==> config.mk <==
export PLATFORM = sky130hd
export DESIGN_NAME = tcos_top
export DESIGN_NICKNAME = d
export VERILOG_FILES = /design/src/pkg/tcos_pkg.sv /design/src/core/tcos_prepare.sv /design/src/core/tcos_outstage.sv /design/src/core/tcos_top.sv
export SDC_FILE = /design/constraint.sdc
export NUM_CORES = 1
export LEC_CHECK = 0
export BUFFER_PORTS_ARGS = -buffer_cell sky130_fd_sc_hd__buf_2
export CAP_MARGIN = 40
export CORE_ASPECT_RATIO = 1.75
export CORE_MARGIN = 2
export CORE_UTILIZATION = 45
export DETAILED_ROUTE_END_ITERATION = 8
export PLACE_DENSITY = 0.63
export SYNTH_ARGS = -nofsm -noshare
export SYNTH_HDL_FRONTEND = slang
export SYNTH_SLANG_ARGS = --single-unit
export TNS_END_PERCENT = 30
==> constraint.sdc <==
create_clock -name clk_i -period 3.6 [get_ports clk_i]
set_input_delay 0.9 -clock clk_i [delete_from_list [all_inputs] [get_ports clk_i]]
set_output_delay 0.9 -clock clk_i [all_outputs]
set_load 0.01 [all_outputs]
==> src/pkg/tcos_pkg.sv <==
// Purpose: shared constants of the complementary output stage
// Assumes: 32-bit classic wishbone register port
// Notes: all registers reset to zero
package tcos_pkg;
   localparam int NCH = 4;
   localparam int NCOMP = 3;
   localparam int CNT_W = 16;
   localparam int DT_W = 8;
   localparam int AW = 8;
   // compare output mode codes
   localparam logic [2:0] MODE_KEEP = 3'h0;
   localparam logic [2:0] MODE_SET = 3'h1;
   localparam logic [2:0] MODE_CLR = 3'h2;
   localparam logic [2:0] MODE_TOG = 3'h3;
   localparam logic [2:0] MODE_FLO = 3'h4;
   localparam logic [2:0] MODE_FHI = 3'h5;
   localparam logic [2:0] MODE_PWM0 = 3'h6;
   localparam logic [2:0] MODE_PWM1 = 3'h7;
   // register byte offsets
   localparam logic [AW-1:0] REG_CTRL = 8'h00;
   localparam logic [AW-1:0] REG_CHCFG = 8'h04;
   localparam logic [AW-1:0] REG_IDLE = 8'h08;
   localparam logic [AW-1:0] REG_STAT = 8'h0c;
   localparam logic [AW-1:0] REG_CV0 = 8'h10;
   // control register fields
   localparam int F_MOE = 0;
   localparam int F_ROS = 1;
   localparam int F_IOS = 2;
   localparam int F_DT = 8;
   // per-channel config byte fields
   localparam int CH_STRIDE = 8;
   localparam int F_MODE = 0;
   localparam int F_CLR = 3;
   localparam int F_PEN = 4;
   localparam int F_NEN = 5;
   localparam int F_PP = 6;
   localparam int F_NP = 7;
   // idle and status fields
   localparam int F_IDLE_N = 4;
   localparam int F_ST_MOE = 4;
   localparam int F_ST_P = 8;
   localparam int F_ST_N = 12;
   localparam logic [31:0] REG_RST = 32'h0;
endpackage : tcos_pkg

==> src/core/tcos_prepare.sv <==
// Purpose: per-channel output prepare signal
// Assumes: counter, compare and update come from the timer clock domain
// Notes: prepare level is registered, one clock after the match
`timescale 1ns/1ns
module tcos_prepare #(
   parameter int CNT_W = tcos_pkg::CNT_W
) (
   // clock and reset
   input wire logic clk_i,
   input wire logic rst_i,
   // configuration
   input wire logic [2:0] mode_i,
   input wire logic clear_en_i,
   input wire logic [CNT_W-1:0] compare_i,
   // timer state
   input wire logic [CNT_W-1:0] counter_i,
   input wire logic [CNT_W-1:0] reload_i,
   input wire logic count_down_i,
   input wire logic update_evt_i,
   input wire logic ext_trig_i,
   // prepare level
   output logic prep_o
);
   import tcos_pkg::*;
   logic prep_r, prep_nxt, hold_r, kill, match, act, over;

   // match, pwm comparison and overrange
   assign match = counter_i == compare_i;
   assign act = count_down_i ? (counter_i <= compare_i) : (counter_i < compare_i);
   assign over = !count_down_i && (compare_i > reload_i);
   assign kill = clear_en_i && ext_trig_i;

   // next prepare level by mode
   always_comb begin
      case (mode_i)
         MODE_KEEP: prep_nxt = prep_r;
         MODE_SET: prep_nxt = match ? 1'b1 : prep_r;
         MODE_CLR: prep_nxt = match ? 1'b0 : prep_r;
         MODE_TOG: prep_nxt = match ? !prep_r : prep_r;
         MODE_FLO: prep_nxt = 1'b0;
         MODE_FHI: prep_nxt = 1'b1;
         MODE_PWM0: prep_nxt = over ? 1'b0 : act;
         MODE_PWM1: prep_nxt = over ? 1'b1 : !act;
         default: prep_nxt = prep_r;
      endcase
   end

   // clear latch, released by the update event
   always_ff @(posedge clk_i) begin
      if (rst_i) begin
         hold_r <= 1'b0;
      end else if (kill) begin
         hold_r <= 1'b1;
      end else if (update_evt_i) begin
         hold_r <= 1'b0;
      end
   end

   // registered prepare level
   always_ff @(posedge clk_i) begin
      if (rst_i) begin
         prep_r <= 1'b0;
      end else begin
         prep_r <= (kill || hold_r) ? 1'b0 : prep_nxt;
      end
   end
   assign prep_o = prep_r;

   a_set_on_match: assert property (@(posedge clk_i) disable iff (rst_i)
      (mode_i == MODE_SET && match && !kill && !hold_r) |=> prep_r)
      else $error("prepare not set on match");
   a_toggle_match: assert property (@(posedge clk_i) disable iff (rst_i)
      (mode_i == MODE_TOG && match && !kill && !hold_r) |=> prep_r != $past(prep_r))
      else $error("prepare not toggled on match");
   a_forced_high: assert property (@(posedge clk_i) disable iff (rst_i)
      (mode_i == MODE_FHI && !kill && !hold_r) |=> prep_r)
      else $error("forced active level missing");
   a_ext_clear: assert property (@(posedge clk_i) disable iff (rst_i)
      kill |=> !prep_r && hold_r)
      else $error("external clear did not force low");
   a_clear_holds: assert property (@(posedge clk_i) disable iff (rst_i)
      (hold_r && !update_evt_i) |=> hold_r && !prep_r)
      else $error("prepare left clear before update");
   a_pwm_range: assert property (@(posedge clk_i) disable iff (rst_i)
      (mode_i == MODE_PWM0 && over && !kill && !hold_r) |=> !prep_r)
      else $error("pwm0 active with compare above reload");
   c_clear_release: cover property (@(posedge clk_i) disable iff (rst_i)
      kill ##1 hold_r ##[1:50] update_evt_i);
endmodule : tcos_prepare

==> src/core/tcos_outstage.sv <==
// Purpose: output pair with polarity, enables, off-state and dead time
// Assumes: prepare level and controls are on the timer clock
// Notes: dead time of n gives n+1 clocks with both outputs inactive, n+2 clocks from prepare edge to the delayed output
`timescale 1ns/1ns
module tcos_outstage #(
   parameter bit HAS_COMP = 1'b1,
   parameter int DT_W = tcos_pkg::DT_W
) (
   // clock and reset
   input wire logic clk_i,
   input wire logic rst_i,
   // prepare level and controls
   input wire logic prep_i,
   input wire logic pen_i,
   input wire logic nen_i,
   input wire logic ppol_i,
   input wire logic npol_i,
   input wire logic moe_i,
   input wire logic ros_i,
   input wire logic ios_i,
   input wire logic idle_p_i,
   input wire logic idle_n_i,
   input wire logic [DT_W-1:0] deadtime_i,
   // output pair with enables
   output logic pout_o,
   output logic poe_o,
   output logic nout_o,
   output logic noe_o
);
   import tcos_pkg::*;
   logic nen, prep_d_r, moe_d_r, edg, moe_fall, insert, p_act, n_act;
   logic p_nxt, pe_nxt, n_nxt, ne_nxt;
   logic [DT_W-1:0] dt, cnt_r;

   // single-ended channel has no complement and no dead time
   assign nen = HAS_COMP ? nen_i : 1'b0;
   assign dt = HAS_COMP ? deadtime_i : '0;
   assign edg = prep_i ^ prep_d_r;
   assign moe_fall = moe_d_r && !moe_i;
   assign insert = pen_i && nen && moe_i;

   // edge history
   always_ff @(posedge clk_i) begin
      if (rst_i) begin
         prep_d_r <= 1'b0;
         moe_d_r <= 1'b0;
      end else begin
         prep_d_r <= prep_i;
         moe_d_r <= moe_i;
      end
   end

   // dead time down-counter, reloaded on a prepare edge while master enable is high and on master enable fall
   always_ff @(posedge clk_i) begin
      if (rst_i) begin
         cnt_r <= '0;
      end else if ((edg && moe_i) || moe_fall) begin
         cnt_r <= dt;
      end else if (cnt_r != '0) begin
         cnt_r <= cnt_r - 1'b1;
      end
   end

   // delayed active phases, short pulses never reach the primary
   assign p_act = prep_i && (!insert || (prep_d_r && cnt_r == '0));
   assign n_act = !prep_i && (!insert || (!prep_d_r && cnt_r == '0));

   // output selection
   always_comb begin
      p_nxt = 1'b0;
      pe_nxt = 1'b0;
      n_nxt = 1'b0;
      ne_nxt = 1'b0;
      if (moe_i) begin
         if (pen_i) begin
            p_nxt = p_act ^ ppol_i;
            pe_nxt = 1'b1;
         end else if (ros_i) begin
            p_nxt = ppol_i;
            pe_nxt = 1'b1;
         end
         if (nen) begin
            n_nxt = n_act ^ npol_i;
            ne_nxt = 1'b1;
         end else if (ros_i) begin
            n_nxt = npol_i;
            ne_nxt = 1'b1;
         end
      end else if (ios_i || pen_i || nen) begin
         pe_nxt = 1'b1;
         ne_nxt = 1'b1;
         if (cnt_r == '0 && !moe_fall) begin
            p_nxt = idle_p_i;
            n_nxt = idle_n_i;
         end else begin
            p_nxt = ppol_i;
            n_nxt = npol_i;
         end
      end
   end

   // registered pins, disabled pins released
   always_ff @(posedge clk_i) begin
      if (rst_i) begin
         pout_o <= 1'b0;
         poe_o <= 1'b0;
         nout_o <= 1'b0;
         noe_o <= 1'b0;
      end else begin
         pout_o <= p_nxt;
         poe_o <= pe_nxt;
         nout_o <= HAS_COMP && n_nxt;
         noe_o <= HAS_COMP && ne_nxt;
      end
   end

   a_no_overlap: assert property (@(posedge clk_i) disable iff (rst_i)
      $past(insert) |-> !((pout_o ^ $past(ppol_i)) && (nout_o ^ $past(npol_i))))
      else $error("both outputs active together");
   a_rise_comp_clr: assert property (@(posedge clk_i) disable iff (rst_i)
      (insert && prep_i && !prep_d_r) |=> nout_o == $past(npol_i) && pout_o == $past(ppol_i))
      else $error("rise did not clear complement at once");
   a_fall_prim_clr: assert property (@(posedge clk_i) disable iff (rst_i)
      (insert && !prep_i && prep_d_r) |=> pout_o == $past(ppol_i) && nout_o == $past(npol_i))
      else $error("fall did not clear primary at once");
   a_run_disabled: assert property (@(posedge clk_i) disable iff (rst_i)
      (moe_i && !pen_i && !ros_i) |=> !poe_o && !pout_o)
      else $error("disabled output still driven");
   a_run_offstate: assert property (@(posedge clk_i) disable iff (rst_i)
      (moe_i && !pen_i && ros_i) |=> poe_o && pout_o == $past(ppol_i))
      else $error("off-state level wrong");
   a_run_follow: assert property (@(posedge clk_i) disable iff (rst_i)
      (moe_i && pen_i && !nen) |=> poe_o && pout_o == $past(prep_i ^ ppol_i))
      else $error("primary does not follow prepare");
   a_off_first: assert property (@(posedge clk_i) disable iff (rst_i)
      (moe_fall && (ios_i || pen_i || nen)) |=> poe_o && pout_o == $past(ppol_i))
      else $error("off entry not inactive first");
   c_dead_rise: cover property (@(posedge clk_i) disable iff (rst_i)
      (insert && prep_i && !prep_d_r && dt != '0) ##[2:300] (pout_o != ppol_i));
   c_idle_entry: cover property (@(posedge clk_i) disable iff (rst_i)
      moe_fall ##[1:300] (poe_o && cnt_r == '0));
endmodule : tcos_outstage

==> src/core/tcos_top.sv <==
// Purpose: timer complementary output stage with wishbone registers
// Assumes: counter, reload, direction and update come from timer logic on clk_i
// Notes: trigger and break pins pass a two-stage synchroniser
//
// Function
// - on match the prepare level keeps, sets, clears or toggles per mode 0..3
// - modes 6 and 7 follow direction and counter versus compare
// - modes 4 and 5 force the prepare level inactive or active
// - clear enable with high external trigger forces prepare low
// - after an external clear prepare stays low until the next update
// - only channels 0 to 2 have complement and dead time, channel 3 not
// - primary and complement of one channel never active together while master enable is high; idle levels may set both
// - running with off-state select low, a disabled output is released from its pin
// - master enable low: inactive levels first, idle levels after one dead time
// - running, enabled outputs are prepare xor polarity, complement uses inverted prepare
// - running with off-state select high, a disabled output drives its polarity
// - dead time only when both enables and master enable are high
// - one dead time field serves channels 0 to 2, not channel 3
// - on prepare rise complement clears now, primary waits the dead time
// - on prepare fall primary clears now, complement waits the dead time
// - dead time not shorter than the pulse keeps the primary inactive
// - up counting with compare above reload: pwm0 inactive, pwm1 active
// - a break clears master enable, outputs then take the off behaviour
//
// Added by the designer: the address map and register access over Wishbone.
`timescale 1ns/1ns
module tcos_top #(
   parameter int CNT_W = tcos_pkg::CNT_W,
   parameter int DT_W = tcos_pkg::DT_W
) (
   // clock and reset
   input wire logic clk_i,
   input wire logic rst_i,
   // wishbone slave
   input wire logic wb_cyc_i,
   input wire logic wb_stb_i,
   input wire logic wb_we_i,
   input wire logic [tcos_pkg::AW-1:0] wb_adr_i,
   input wire logic [3:0] wb_sel_i,
   input wire logic [31:0] wb_dat_i,
   output logic [31:0] wb_dat_o,
   output logic wb_ack_o,
   // timer counter side
   input wire logic [CNT_W-1:0] counter_i,
   input wire logic [CNT_W-1:0] autoreload_value_i,
   input wire logic count_down_i,
   input wire logic update_evt_i,
   // asynchronous pins
   input wire logic filtered_ext_trigger_i,
   input wire logic break_pin_i,
   // output pins
   output logic [tcos_pkg::NCH-1:0] primary_out_o,
   output logic [tcos_pkg::NCH-1:0] primary_out_oe_o,
   output logic [tcos_pkg::NCOMP-1:0] complement_out_o,
   output logic [tcos_pkg::NCOMP-1:0] complement_out_oe_o
);
   import tcos_pkg::*;

   if (CNT_W < 2 || CNT_W > 32 || DT_W < 1 || DT_W > 8) begin : g_bad_width
      $error("unsupported counter or dead time width");
   end

   logic ack_r, acc, wr, master_output_enable_r;
   logic run_offstate_select_r, idle_offstate_select_r;
   logic trig_s1_r, trig_s2_r, brk_s1_r, brk_s2_r;
   logic [DT_W-1:0] deadtime_config_r;
   logic [31:0] chcfg_r, idle_r, rdata_r;
   logic [CNT_W-1:0] cv_r [NCH];
   logic [NCH-1:0] prep, pout, poe, nout, noe;

   // byte-lane merge of a write
   function automatic logic [31:0] bmerge(input logic [31:0] old,
      input logic [31:0] nw, input logic [3:0] sel);
      logic [31:0] res;
      res = old;
      for (int b = 0; b < 4; b++) begin
         if (sel[b]) begin
            res[b*8 +: 8] = nw[b*8 +: 8];
         end
      end
      return res;
   endfunction : bmerge

   // compare value decode, -1 when not a compare register
   function automatic int cv_index(input logic [AW-1:0] adr);
      int idx;
      idx = -1;
      for (int c = 0; c < NCH; c++) begin
         if (adr == REG_CV0 + AW'(4 * c)) begin
            idx = c;
         end
      end
      return idx;
   endfunction : cv_index

   // bus access strobes, one ack per request
   assign acc = wb_cyc_i && wb_stb_i && !ack_r;
   assign wr = acc && wb_we_i;

   always_ff @(posedge clk_i) begin
      if (rst_i) begin
         ack_r <= 1'b0;
      end else begin
         ack_r <= acc;
      end
   end
   assign wb_ack_o = ack_r;

   // pin synchronisers
   always_ff @(posedge clk_i) begin
      if (rst_i) begin
         trig_s1_r <= 1'b0;
         trig_s2_r <= 1'b0;
         brk_s1_r <= 1'b0;
         brk_s2_r <= 1'b0;
      end else begin
         trig_s1_r <= filtered_ext_trigger_i;
         trig_s2_r <= trig_s1_r;
         brk_s1_r <= break_pin_i;
         brk_s2_r <= brk_s1_r;
      end
   end

   // master output enable, break wins over a write
   always_ff @(posedge clk_i) begin
      if (rst_i) begin
         master_output_enable_r <= REG_RST[F_MOE];
      end else if (brk_s2_r) begin
         master_output_enable_r <= 1'b0;
      end else if (wr && wb_adr_i == REG_CTRL && wb_sel_i[0]) begin
         master_output_enable_r <= wb_dat_i[F_MOE];
      end
   end

   // off-state selects and shared dead time
   always_ff @(posedge clk_i) begin
      if (rst_i) begin
         run_offstate_select_r <= REG_RST[F_ROS];
         idle_offstate_select_r <= REG_RST[F_IOS];
         deadtime_config_r <= REG_RST[F_DT +: DT_W];
      end else if (wr && wb_adr_i == REG_CTRL) begin
         if (wb_sel_i[0]) begin
            run_offstate_select_r <= wb_dat_i[F_ROS];
            idle_offstate_select_r <= wb_dat_i[F_IOS];
         end
         if (wb_sel_i[1]) begin
            deadtime_config_r <= wb_dat_i[F_DT +: DT_W];
         end
      end
   end

   // channel configuration and idle levels
   always_ff @(posedge clk_i) begin
      if (rst_i) begin
         chcfg_r <= REG_RST;
         idle_r <= REG_RST;
      end else if (wr && wb_adr_i == REG_CHCFG) begin
         chcfg_r <= bmerge(chcfg_r, wb_dat_i, wb_sel_i);
      end else if (wr && wb_adr_i == REG_IDLE) begin
         idle_r <= bmerge(idle_r, wb_dat_i, wb_sel_i);
      end
   end

   // compare values
   always_ff @(posedge clk_i) begin
      if (rst_i) begin
         for (int c = 0; c < NCH; c++) begin
            cv_r[c] <= REG_RST[CNT_W-1:0];
         end
      end else if (wr && cv_index(wb_adr_i) >= 0) begin
         cv_r[cv_index(wb_adr_i)] <= CNT_W'(bmerge(32'(cv_r[cv_index(wb_adr_i)]),
            wb_dat_i, wb_sel_i));
      end
   end

   // read data, unmapped offsets read zero
   always_ff @(posedge clk_i) begin
      if (rst_i) begin
         rdata_r <= REG_RST;
      end else if (acc) begin
         rdata_r <= '0;
         if (wb_adr_i == REG_CTRL) begin
            rdata_r[F_MOE] <= master_output_enable_r;
            rdata_r[F_ROS] <= run_offstate_select_r;
            rdata_r[F_IOS] <= idle_offstate_select_r;
            rdata_r[F_DT +: DT_W] <= deadtime_config_r;
         end else if (wb_adr_i == REG_CHCFG) begin
            rdata_r <= chcfg_r;
         end else if (wb_adr_i == REG_IDLE) begin
            rdata_r <= idle_r;
         end else if (wb_adr_i == REG_STAT) begin
            rdata_r[NCH-1:0] <= prep;
            rdata_r[F_ST_MOE] <= master_output_enable_r;
            rdata_r[F_ST_P +: NCH] <= pout;
            rdata_r[F_ST_N +: NCH] <= nout;
         end else if (cv_index(wb_adr_i) >= 0) begin
            rdata_r[CNT_W-1:0] <= cv_r[cv_index(wb_adr_i)];
         end
      end
   end
   assign wb_dat_o = rdata_r;

   // per-channel prepare and output stages
   for (genvar i = 0; i < NCH; i++) begin : g_ch
      tcos_prepare #(.CNT_W(CNT_W)) u_prep (
         .clk_i(clk_i),
         .rst_i(rst_i),
         .mode_i(chcfg_r[i*CH_STRIDE + F_MODE +: 3]),
         .clear_en_i(chcfg_r[i*CH_STRIDE + F_CLR]),
         .compare_i(cv_r[i]),
         .counter_i(counter_i),
         .reload_i(autoreload_value_i),
         .count_down_i(count_down_i),
         .update_evt_i(update_evt_i),
         .ext_trig_i(trig_s2_r),
         .prep_o(prep[i])
      );
      tcos_outstage #(.HAS_COMP(i < NCOMP), .DT_W(DT_W)) u_out (
         .clk_i(clk_i),
         .rst_i(rst_i),
         .prep_i(prep[i]),
         .pen_i(chcfg_r[i*CH_STRIDE + F_PEN]),
         .nen_i(chcfg_r[i*CH_STRIDE + F_NEN]),
         .ppol_i(chcfg_r[i*CH_STRIDE + F_PP]),
         .npol_i(chcfg_r[i*CH_STRIDE + F_NP]),
         .moe_i(master_output_enable_r),
         .ros_i(run_offstate_select_r),
         .ios_i(idle_offstate_select_r),
         .idle_p_i(idle_r[i]),
         .idle_n_i(idle_r[F_IDLE_N + i]),
         .deadtime_i(deadtime_config_r),
         .pout_o(pout[i]),
         .poe_o(poe[i]),
         .nout_o(nout[i]),
         .noe_o(noe[i])
      );
   end

   // pin outputs, channel 3 has the primary only
   assign primary_out_o = pout;
   assign primary_out_oe_o = poe;
   assign complement_out_o = nout[NCOMP-1:0];
   assign complement_out_oe_o = noe[NCOMP-1:0];

   a_break_clears: assert property (@(posedge clk_i) disable iff (rst_i)
      brk_s2_r |=> !master_output_enable_r ##1 (primary_out_o == 
      (primary_out_oe_o & primary_out_o)))
      else $error("break did not clear master enable");
   a_bus_ack: assert property (@(posedge clk_i) disable iff (rst_i)
      (wb_cyc_i && wb_stb_i && !wb_ack_o) |=> wb_ack_o ##1 !wb_ack_o)
      else $error("ack not one cycle after request");
   c_break_seen: cover property (@(posedge clk_i) disable iff (rst_i)
      master_output_enable_r ##1 brk_s2_r ##1 !master_output_enable_r);

   // channel 3 has no complement path, so its complement stays released
   a_ch3_single: assert property (@(posedge clk_i) disable iff (rst_i)
      !noe[NCH-1] && !nout[NCH-1])
      else $error("channel 3 complement driven");

   // a master enable write lands unless a break is pending in the same cycle
   a_moe_write: assert property (@(posedge clk_i) disable iff (rst_i)
      (wr && wb_adr_i == REG_CTRL && wb_sel_i[0] && !brk_s2_r) |=>
      master_output_enable_r == $past(wb_dat_i[F_MOE]))
      else $error("master enable write lost");

   // synchronised trigger with clear enable forces channel 0 low
   a_trig_clear: assert property (@(posedge clk_i) disable iff (rst_i)
      (trig_s2_r && chcfg_r[F_CLR]) |=> !prep[0])
      else $error("trigger did not clear channel 0");
endmodule : tcos_top

# Word-level counts from Yosys, hierarchy flattened
# Memory sizes are Yosys's and may differ from the RTL's.
# Cells that the tools add are included.
# totals
input_bits,85
output_inout_bits,47
ram_bits,64
elab_cells,400
reg_bits,171
memories,1
# classes
muxes,138
reduce_logical,125
n_addsub,4
bitwise_logic,16
eq_ne,53
order_cmp,14
# mem_list
name,depth,word_bits,read_ports,rd_ports_with_merged_regs,wr,line,text
cv_r,4,16,5,0,4,tcos_top.sv:68,logic [CNT_W-1:0] cv_r [NCH];
# op_table
operator,n
2-to-1 mux 32 bit,12
2-to-1 mux 8 bit,14
2-to-1 mux 1 bit,88
2-to-1 mux 16 bit,5
== test 16 bit,4
">= comparator 32 x 1 -> 1 bit, second input constant",2
greater-than comparator 16 bit,4
<= comparator 16 bit,4
< comparator 16 bit,4
"== test 3 bit, second input constant",16
logical AND 1 bit,43
logical NOT 8 bit,5
"== test 8 x 5 -> 1 bit, second input constant",4
nonzero test 8 bit,4
"subtractor 8 x 1 -> 8 bit, second input constant",4
one-hot mux 1 bit (7 select lines),4
"== test 3 x 2 -> 1 bit, second input constant",8
"inequality test 2 x 1 -> 1 bit, second input constant",12
2-to-1 mux 2 bit,11
logical OR 1 bit,21
logical NOT 1 bit,18
"== test 8 x 4 -> 1 bit, second input constant",2
AND reduction 2 bit,8
AND reduction 4 bit,4
other kinds (12),49

# Logic depth before layout (Yosys ltp)
# Gate-level depths: netlist of the first run.
# An unclocked memory read counts as a cell.
# logic_depth
word_depth,25
depth_mapped,10
depth_no_buf,9

# By module
# A second synthesis of the first run with hierarchy kept.
# hier_totals
hier_cells,1664
hier_area_um2,15009.4
# modules_own_cells
mod,area_per_inst_um2,seq_area_each_um2,cells_per_inst,instances
tcos_top,7937.6,4164.0,775,1
tcos_prepare,985.9,40.0,135,4
tcos_outstage at g_ch[0].u_out ...,839.6,280.3,94,3
tcos_outstage at g_ch[3].u_out,609.3,240.2,67,1

# Least setup slack after synthesis of the first run
# Ideal clock, no wire load.
# synth_path
path_kind,input port to flip-flop
start,input wb_adr_i[1] (netlist name)
end,"memory cv_r[2][0], enable pin"
slack_ns,0.544
n_path_buf,1
setup_ns,0.334
required_time_ns,3.266
t_arrival_ns,2.722
stages,7
path_cell_list,or4_4 > nor2_2 > nand2_1 > nor4_2 > buf_4 > o2111ai_2 > nand2b_1
# synth_lines
element,line,text
start: declaration,tcos_top.sv:38,"input wire logic [tcos_pkg::AW-1:0] wb_adr_i,"
end: declaration,tcos_top.sv:68,

# Worst setup path in the final report of the first run
# layout_path
start,input wb_adr_i[1] (netlist name)
end,"register rdata_r[0], in the netlist wb_dat_o[0]"
# layout_via
elab_chain_len,18
word_cells_on_any_way,32
classes_between,order compare (1); eq/ne (7); mux (22); reduce/logical (1); memory (1)
# layout_lines
element,line,text
branches (longest 17 deep; another with >= comparator 32 x 1 -> 1 bit),-,
2-to-1 mux 3 bit (*),tcos_top.sv:182,if (wb_adr_i == REG_CTRL) begin
end signal: indexed assignment,tcos_top.sv:183,rdata_r[F_MOE] <= master_output_enable_r;
end signal: assignment,tcos_top.sv:188,rdata_r <= chcfg_r;
end signal: assignment,tcos_top.sv:190,rdata_r <= idle_r;
end: declaration,tcos_top.sv:67,"logic [31:0] chcfg_r, idle_r, rdata_r;"
# Every way passes the cells marked *. The select of a mux whose other input is x is not followed.
# A chain may end at the register's enable or synchronous reset.

==> metrics, run 1 <==
outcome=completed; post-synthesis mux area share=9.88%; main combinational cell family by area after synthesis=simple AND/OR/NAND/NOR gates; post-DR wirelength/cell=21.5 um; Distinct cells, synth=66; CP Launch Type=input port; top-count cell post-synth=nor2_1; Die ar.=32,000 um2; hold-fix buffers at CTS=0; Die X=136 um; max capacitance violation total=0; CTS tree=yes; final wirelength=43,400 um; worst slack, placed=0.261 ns; xor/xnor cell area share of the yosys netlist=1.59%; Post-Synthesis Cells=1,489; Psw=2.01 mW; grt ovf=0; Ys Warns=0; maximum clock path buffer count=3; Post-CTS Setup Inserts=0; DR DRC count=0; clk_skew=0.00865 ns; die height=235 um; layout cells sized above 1=15.6%; CTS buffer count=21; synthesis-to-layout area growth=14.2%; clock network power share=36.9%; setup ws final=0.796 ns; vias per inst=5.70; synthesized cell area=13,700 um2; Slew Limit Fails=0; Global Route Usage Sum=27.1%; max_slew headroom=39.9%; area leader, netlist=dfxtp_1; Hold Fails Final Rpt=0; Int Pwr=5.11 mW; CTS H-tree depth=1; post-synth top area share=24.9%; core box area=30,100 um2; Final Power=7.12 mW; Port Buffers=131; Root Buffer=clkbuf_16; largest net degree at the start of global routing=72; top cells by area, synth=dfxtp_1 (25%), edfxtp_1 (14%), ha_1 (12%), mux2i_1 (7.1%), nor2_1 (5.9%); Clock Pin Slew Worst Setup and Hold Paths=0.07 ns; CTS sink count=235; initial DRC count=659; maximum VDD drop=412 uV; total negative setup slack=0 ns; dominant synthesized flop cell=dfxtp_1; post_cts resized=0; Leakage=6.73 nW; Comb pwr share=20.4%; Simple-Gate Fraction of Synth Area=18.6%; sw frac=28.2%; via count=11,500; Compound-Gate Fraction of Synth Area=13.4%; fin crit share=77.9%; Seq/Total Area, Yosys=38.9%; f_max=357 MHz; #FFs+latches synth=235; r2r setup slk=0.96 ns; Req. time, crit path=4.00 ns; crit path kind=input port to flop; synth cell count leaders=nor2_1 (215), dfxtp_1 (171), ha_1 (132); CP Data Arrival Time=3.20 ns; type of element capturing the critical path=flop; Syn Area/Cell=9.22 um2; crit path time final=2.80 ns; GP Congestion=0.921; first-pass GRT wire length=65,600 um; Top-Level Pins=132; worst skew pair latency=0.52 ns; Hold WS=0.409 ns; initial antenna violation count=0; unrepaired setup endpoints after global routing=false; Synth async-reset ratio=0%; Synth Area in Adders=12.0%; initial core utilization=45.7%; PD cells=454 nW/um2; post-DP HPWL=34,900 um; Core Rows=84; final setup fails=0; via count of the first global-routing pass=11,600; EDFF count, synth=64; crit-path max FO=6; Mapped Nets=1,706; Sequential Power Share=42.7%; first drt pass iteration count=5; ANT nets after route=0; Nets=1,834; Fillers=2,864; worst slew pin tran=0.902 ns; Hold Path Class=flop to flop
## power by group through the flow
stage	Sequential, mW	Clock (mW)	Combinational (mW)
floorplan	3.06	0	1.10
global placement	3.10	0	1.42
detailed placement	3.10	0	1.45
CTS	3.04	2.66	1.46
global route	3.07	2.77	1.64
finish	3.04	2.63	1.45
## worst max-delay path, cell delays in order
cell,delay [ns]
buf_2,0.10
or4_4,0.59
nor2_2,0.19
nand2_1,0.19
nor2_4,0.29
mux4_2,0.57
a221oi_1,0.30
nor3_1,0.07
## registers in the layout (all words and copies together) (netlist names), 3 cells and up
register,flops
g_ch.u_out.prep_d_r,4
idle_r,32
cv_r,64
g_ch.u_out.nout_o,3
wb_dat_o,32
chcfg_r,32
g_ch.u_out.noe_o,3
g_ch.u_out.poe_o,4
g_ch.u_out.cnt_r,32
deadtime_config_r,8
g_ch.u_out.pout_o,4
g_ch.u_prep.prep_o,4
g_ch.u_prep.hold_r,4
## stage by stage
stage | util (%) | area [um2] | cells
after CTS | 52.2 | 15700 | 2018
final | 52.2 | 15700 | 2019
after global placement | 49.5 | 14900 | 1981
after floorplan | - | 13700 | 1489
after detailed placement | 49.5 | 14900 | 1981
after global routing | 52.2 | 15700 | 2018
## path summary, 6_finish.rpt
kind | start | end | cells past startpoint
hold / removal | brk_s2_r | master_output_enable_r | 1
setup reg to reg | cv_r[3][5] | g_ch[3].u_prep.prep_o | 8
hold reg to reg | brk_s2_r | master_output_enable_r | 1
setup / recovery | wb_adr_i[1] | wb_dat_o[0] | 8
## metal layers
| layer | GRT usage, % | vias to the layer above | share of wire [%] |
|---|---|---|---|
| met3 | 2.52 | 125 | 3.5 |
| met4 | 20.1 | 0 | 8.5 |
| li1 | - | 5559 | - |
| met2 | 51.0 | 306 | 54 |
| met1 | 26.6 | 5524 | 34 |
| met5 | 0 | - | 0 |
## kinds of logic after synthesis
logic type	Yosys count
compound gates	285
xor+xnor	25
fa+ha+maj	132
buf+inv	184
flops	235
mux	115
simple gates	513
## cells in the final DEF (no fill, tap or decap), types with 6 or more instances in the layout
cell type and n:
dfxtp_1 171, mux4_2 15, nand3_1 31, xnor2_1 14
and3_1 10, inv_1 117, nor3_1 33, a22oi_1 19
nand2b_1 24, edfxtp_1 64, mux2i_1 98, bufinv_16 7
a21o_1 12, a31oi_1 7, nor2b_1 25, nor4_1 12
buf_2 130, xor2_1 11, a21oi_1 93, nor2_1 214
o21ai_0 53, nand2_1 88, buf_4 40, or3_1 9
a311oi_1 8, a2bb2oi_1 15, nor2_8 8, a21boi_0 8
o211ai_1 13, a221o_1 6, a211oi_1 17, ha_1 132
clkbuf_16 21, nand4_1 29
## final cells by class
cell class / count / area [um2] / area share, %
Tap cell: 387 / 484 / 3.09
Timing Repair Buffer: 172 / 982 / 6.26
Multi-Input combinational cell: 1070 / 7630 / 48.7
Clock buffer: 21 / 526 / 3.35
Antenna cell: 1 / 2.50 / 0.0160
Sequential cell: 235 / 5350 / 34.1
Inverter: 117 / 439 / 2.80
Clock inverter: 16 / 274 / 1.75
(Power assumes the default switching activity.)
==> run 2, diff against run 1 <==
==> constraint.sdc (replaced) <==
create_clock -name clk_i -period 2.6 [get_ports clk_i]
set_input_delay 0.65 -clock clk_i [delete_from_list [all_inputs] [get_ports clk_i]]
set_output_delay 0.65 -clock clk_i [all_outputs]
set_load 0.01 [all_outputs]
==> metrics, run 2 (same netlist as run 1, synthesis figures left out) <==
outcome=completed; Biggest register=cv_r; CTS buffer count=20 (-4.8%); type of element capturing the critical path=flop; max capacitance violation total=0 (unchanged); GRT met3 Usage=2.02% (-0.50 points); crit path kind=flop to flop; via count=12,000 (+4.4%); Non-Filler Instances=2,122 (+5.1%); final setup fails=0 (unchanged); CP Data Arrival Time=2.91 ns (-0.29 ns); die height=235 um (unchanged); grt ovf=0 (unchanged); most crowded layer after global routing=met2; fin crit share=96.0%; PD cells=595 nW/um2 (+31%); first drt pass iteration count=5 (unchanged); Slew Limit Fails=0 (unchanged); Leakage=7.29 nW (+8.2%); max reg flops=64 (unchanged); total negative setup slack=0 ns (unchanged); initial core utilization=45.7% (unchanged); first-pass GRT wire length=67,500 um (+2.9%); largest net degree at the start of global routing=110 (+53%); CTS tree=yes; Hold EP=trig_s1_r; ANT nets after route=0 (unchanged); unrepaired setup endpoints after global routing=true; Hold Fails Final Rpt=0 (unchanged); Antenna Cells=0 (-1); M2 GR Usage=50.7% (-0.35 points); placed instance area=15,800 um2 (+6.2%); initial antenna violation count=0 (unchanged); Hold Path Cell Cnt=2 (+1); post-DP HPWL=35,700 um (+2.2%); Finished Cell Area=16,700 um2 (+6.2%); CTS sink count=235 (unchanged); crit-path max FO=3 (-3); core box area=30,100 um2 (unchanged); Die ar.=32,000 um2 (unchanged); r2r startpoint=cv_r[3][11]; Hold Path Class=input port to flop; worst skew pair latency=0.52 ns (about the same); M1 GR Usage=28.8% (+2.2 points); Nets=1,938 (+5.7%); via count of the first global-routing pass=12,200 (+5.0%); hold-fix buffers at CTS=0 (unchanged); initial DRC count=630 (-4.4%); r2r setup slk=0.10 ns (-0.86 ns); GP Congestion=1.05 (+14%); DR DRC count=0 (unchanged); maximum VDD drop=480 uV (+16%); CP Launch Type=flop; Final Power=9.91 mW (+39%); DP Cell Count=2,086 (+5.3%); most frequent cells in the layout=nor2_1 (214), dfxtp_1 (171), buf_4 (137); worst slew pin tran=0.654 ns (-0.248 ns); layout cells sized above 1=21.7% (+6.1 points); Die X=136 um (unchanged); Fillers=2,751 (-3.9%); CTS H-tree depth=1 (unchanged); synthesis-to-layout area growth=21.3%; R2R Path End=g_ch[3].u_prep.prep_o; most common cell after layout, fill and taps aside=nor2_1; f_max=401 MHz; Clock Pin Slew Worst Setup and Hold Paths=0.07 ns (about the same); Core Rows=84 (unchanged); final wirelength=44,500 um (+2.5%); Sequential Area=5350 um2 (unchanged); Global Route Usage Sum=27.6% (+0.54 points); crit path time final=2.50 ns; maximum clock path buffer count=3 (unchanged); area of the multi-input gates=7760 um2 (+1.6%); worst hold start=filtered_ext_trigger_i; clk_skew=0.0100 ns (+0.00137 ns); Port Buffers=131 (unchanged); Reg2Reg Depth=8 (unchanged); Req. time, crit path=3.01 ns (-0.99 ns); vias per inst=5.66 (-0.67%); max_slew headroom=56.4% (+17 points); Hold WS=0.344 ns (-0.0651 ns); post-DR wirelength/cell=21.0 um (-2.4%); Top-Level Pins=132 (unchanged); Root Buffer=clkbuf_16
[run 2: worst max-delay path by stage]
stage	start	to
after detailed placement	autoreload_value_i[10]	g_ch[3].u_prep.prep_o
after floorplan	wb_adr_i[1]	cv_r[0][10]
after CTS	cv_r[3][6]	g_ch[3].u_prep.prep_o
after global placement	autoreload_value_i[11]	g_ch[3].u_prep.prep_o
after global routing	cv_r[3][8]	g_ch[3].u_prep.prep_o
final	cv_r[3][11]	g_ch[3].u_prep.prep_o
[run 2: worst max-delay path: stages, from the launching register on]
cell and delay (ns):
edfxtp_1 0.51, ha_4 0.33, nand4_1 0.22, nor4_1 0.44
a21oi_1 0.15, a221oi_2 0.26, buf_4 0.17, o21ai_0 0.09
a31o_2 0.22
[run 2: where the power goes]
part | switching [mW] | internal [mW] | leakage [nW]
sequential | 0.219 | 4.00 | 2.03
combinational | 1.20 | 1.01 | 4.87
clock | 1.40 | 2.07 | 0.380
total | 2.83 | 7.08 | 7.29
[run 2: stage by stage]
stage          utilization (%)  worst slack, ns
2_1_floorplan                -          -0.0538
3_3_place_gp              52.6           -0.328
3_5_place_dp              52.6           -0.341
4_1_cts                   55.1           0.0607
5_1_grt                   55.4          -0.0548
6_report                  55.4            0.104
[run 2: cell type report]
| cell class | count | area share (%) |
|---|---|---|
| Timing Repair Buffer | 277 | 11.2 |
| Sequential cell | 235 | 32.1 |
| Inverter | 117 | 2.64 |
| Clock buffer | 25 | 3.43 |
| Tap cell | 387 | 2.91 |
| Clock inverter | 11 | 1.13 |
| Multi-Input combinational cell | 1070 | 46.6 |
[run 2: routing by layer]
layer,part of all wire [%],vias to the layer above
met5,0,-
met4,8.2,0
met3,3.6,150
met2,53,354
met1,35,5739
li1,-,5777
[run 2: repair_timing]
item	in CTS	in global routing
buffers inserted	0	0
endpoints found under the setup margin	0	4
gates resized for setup	0	12
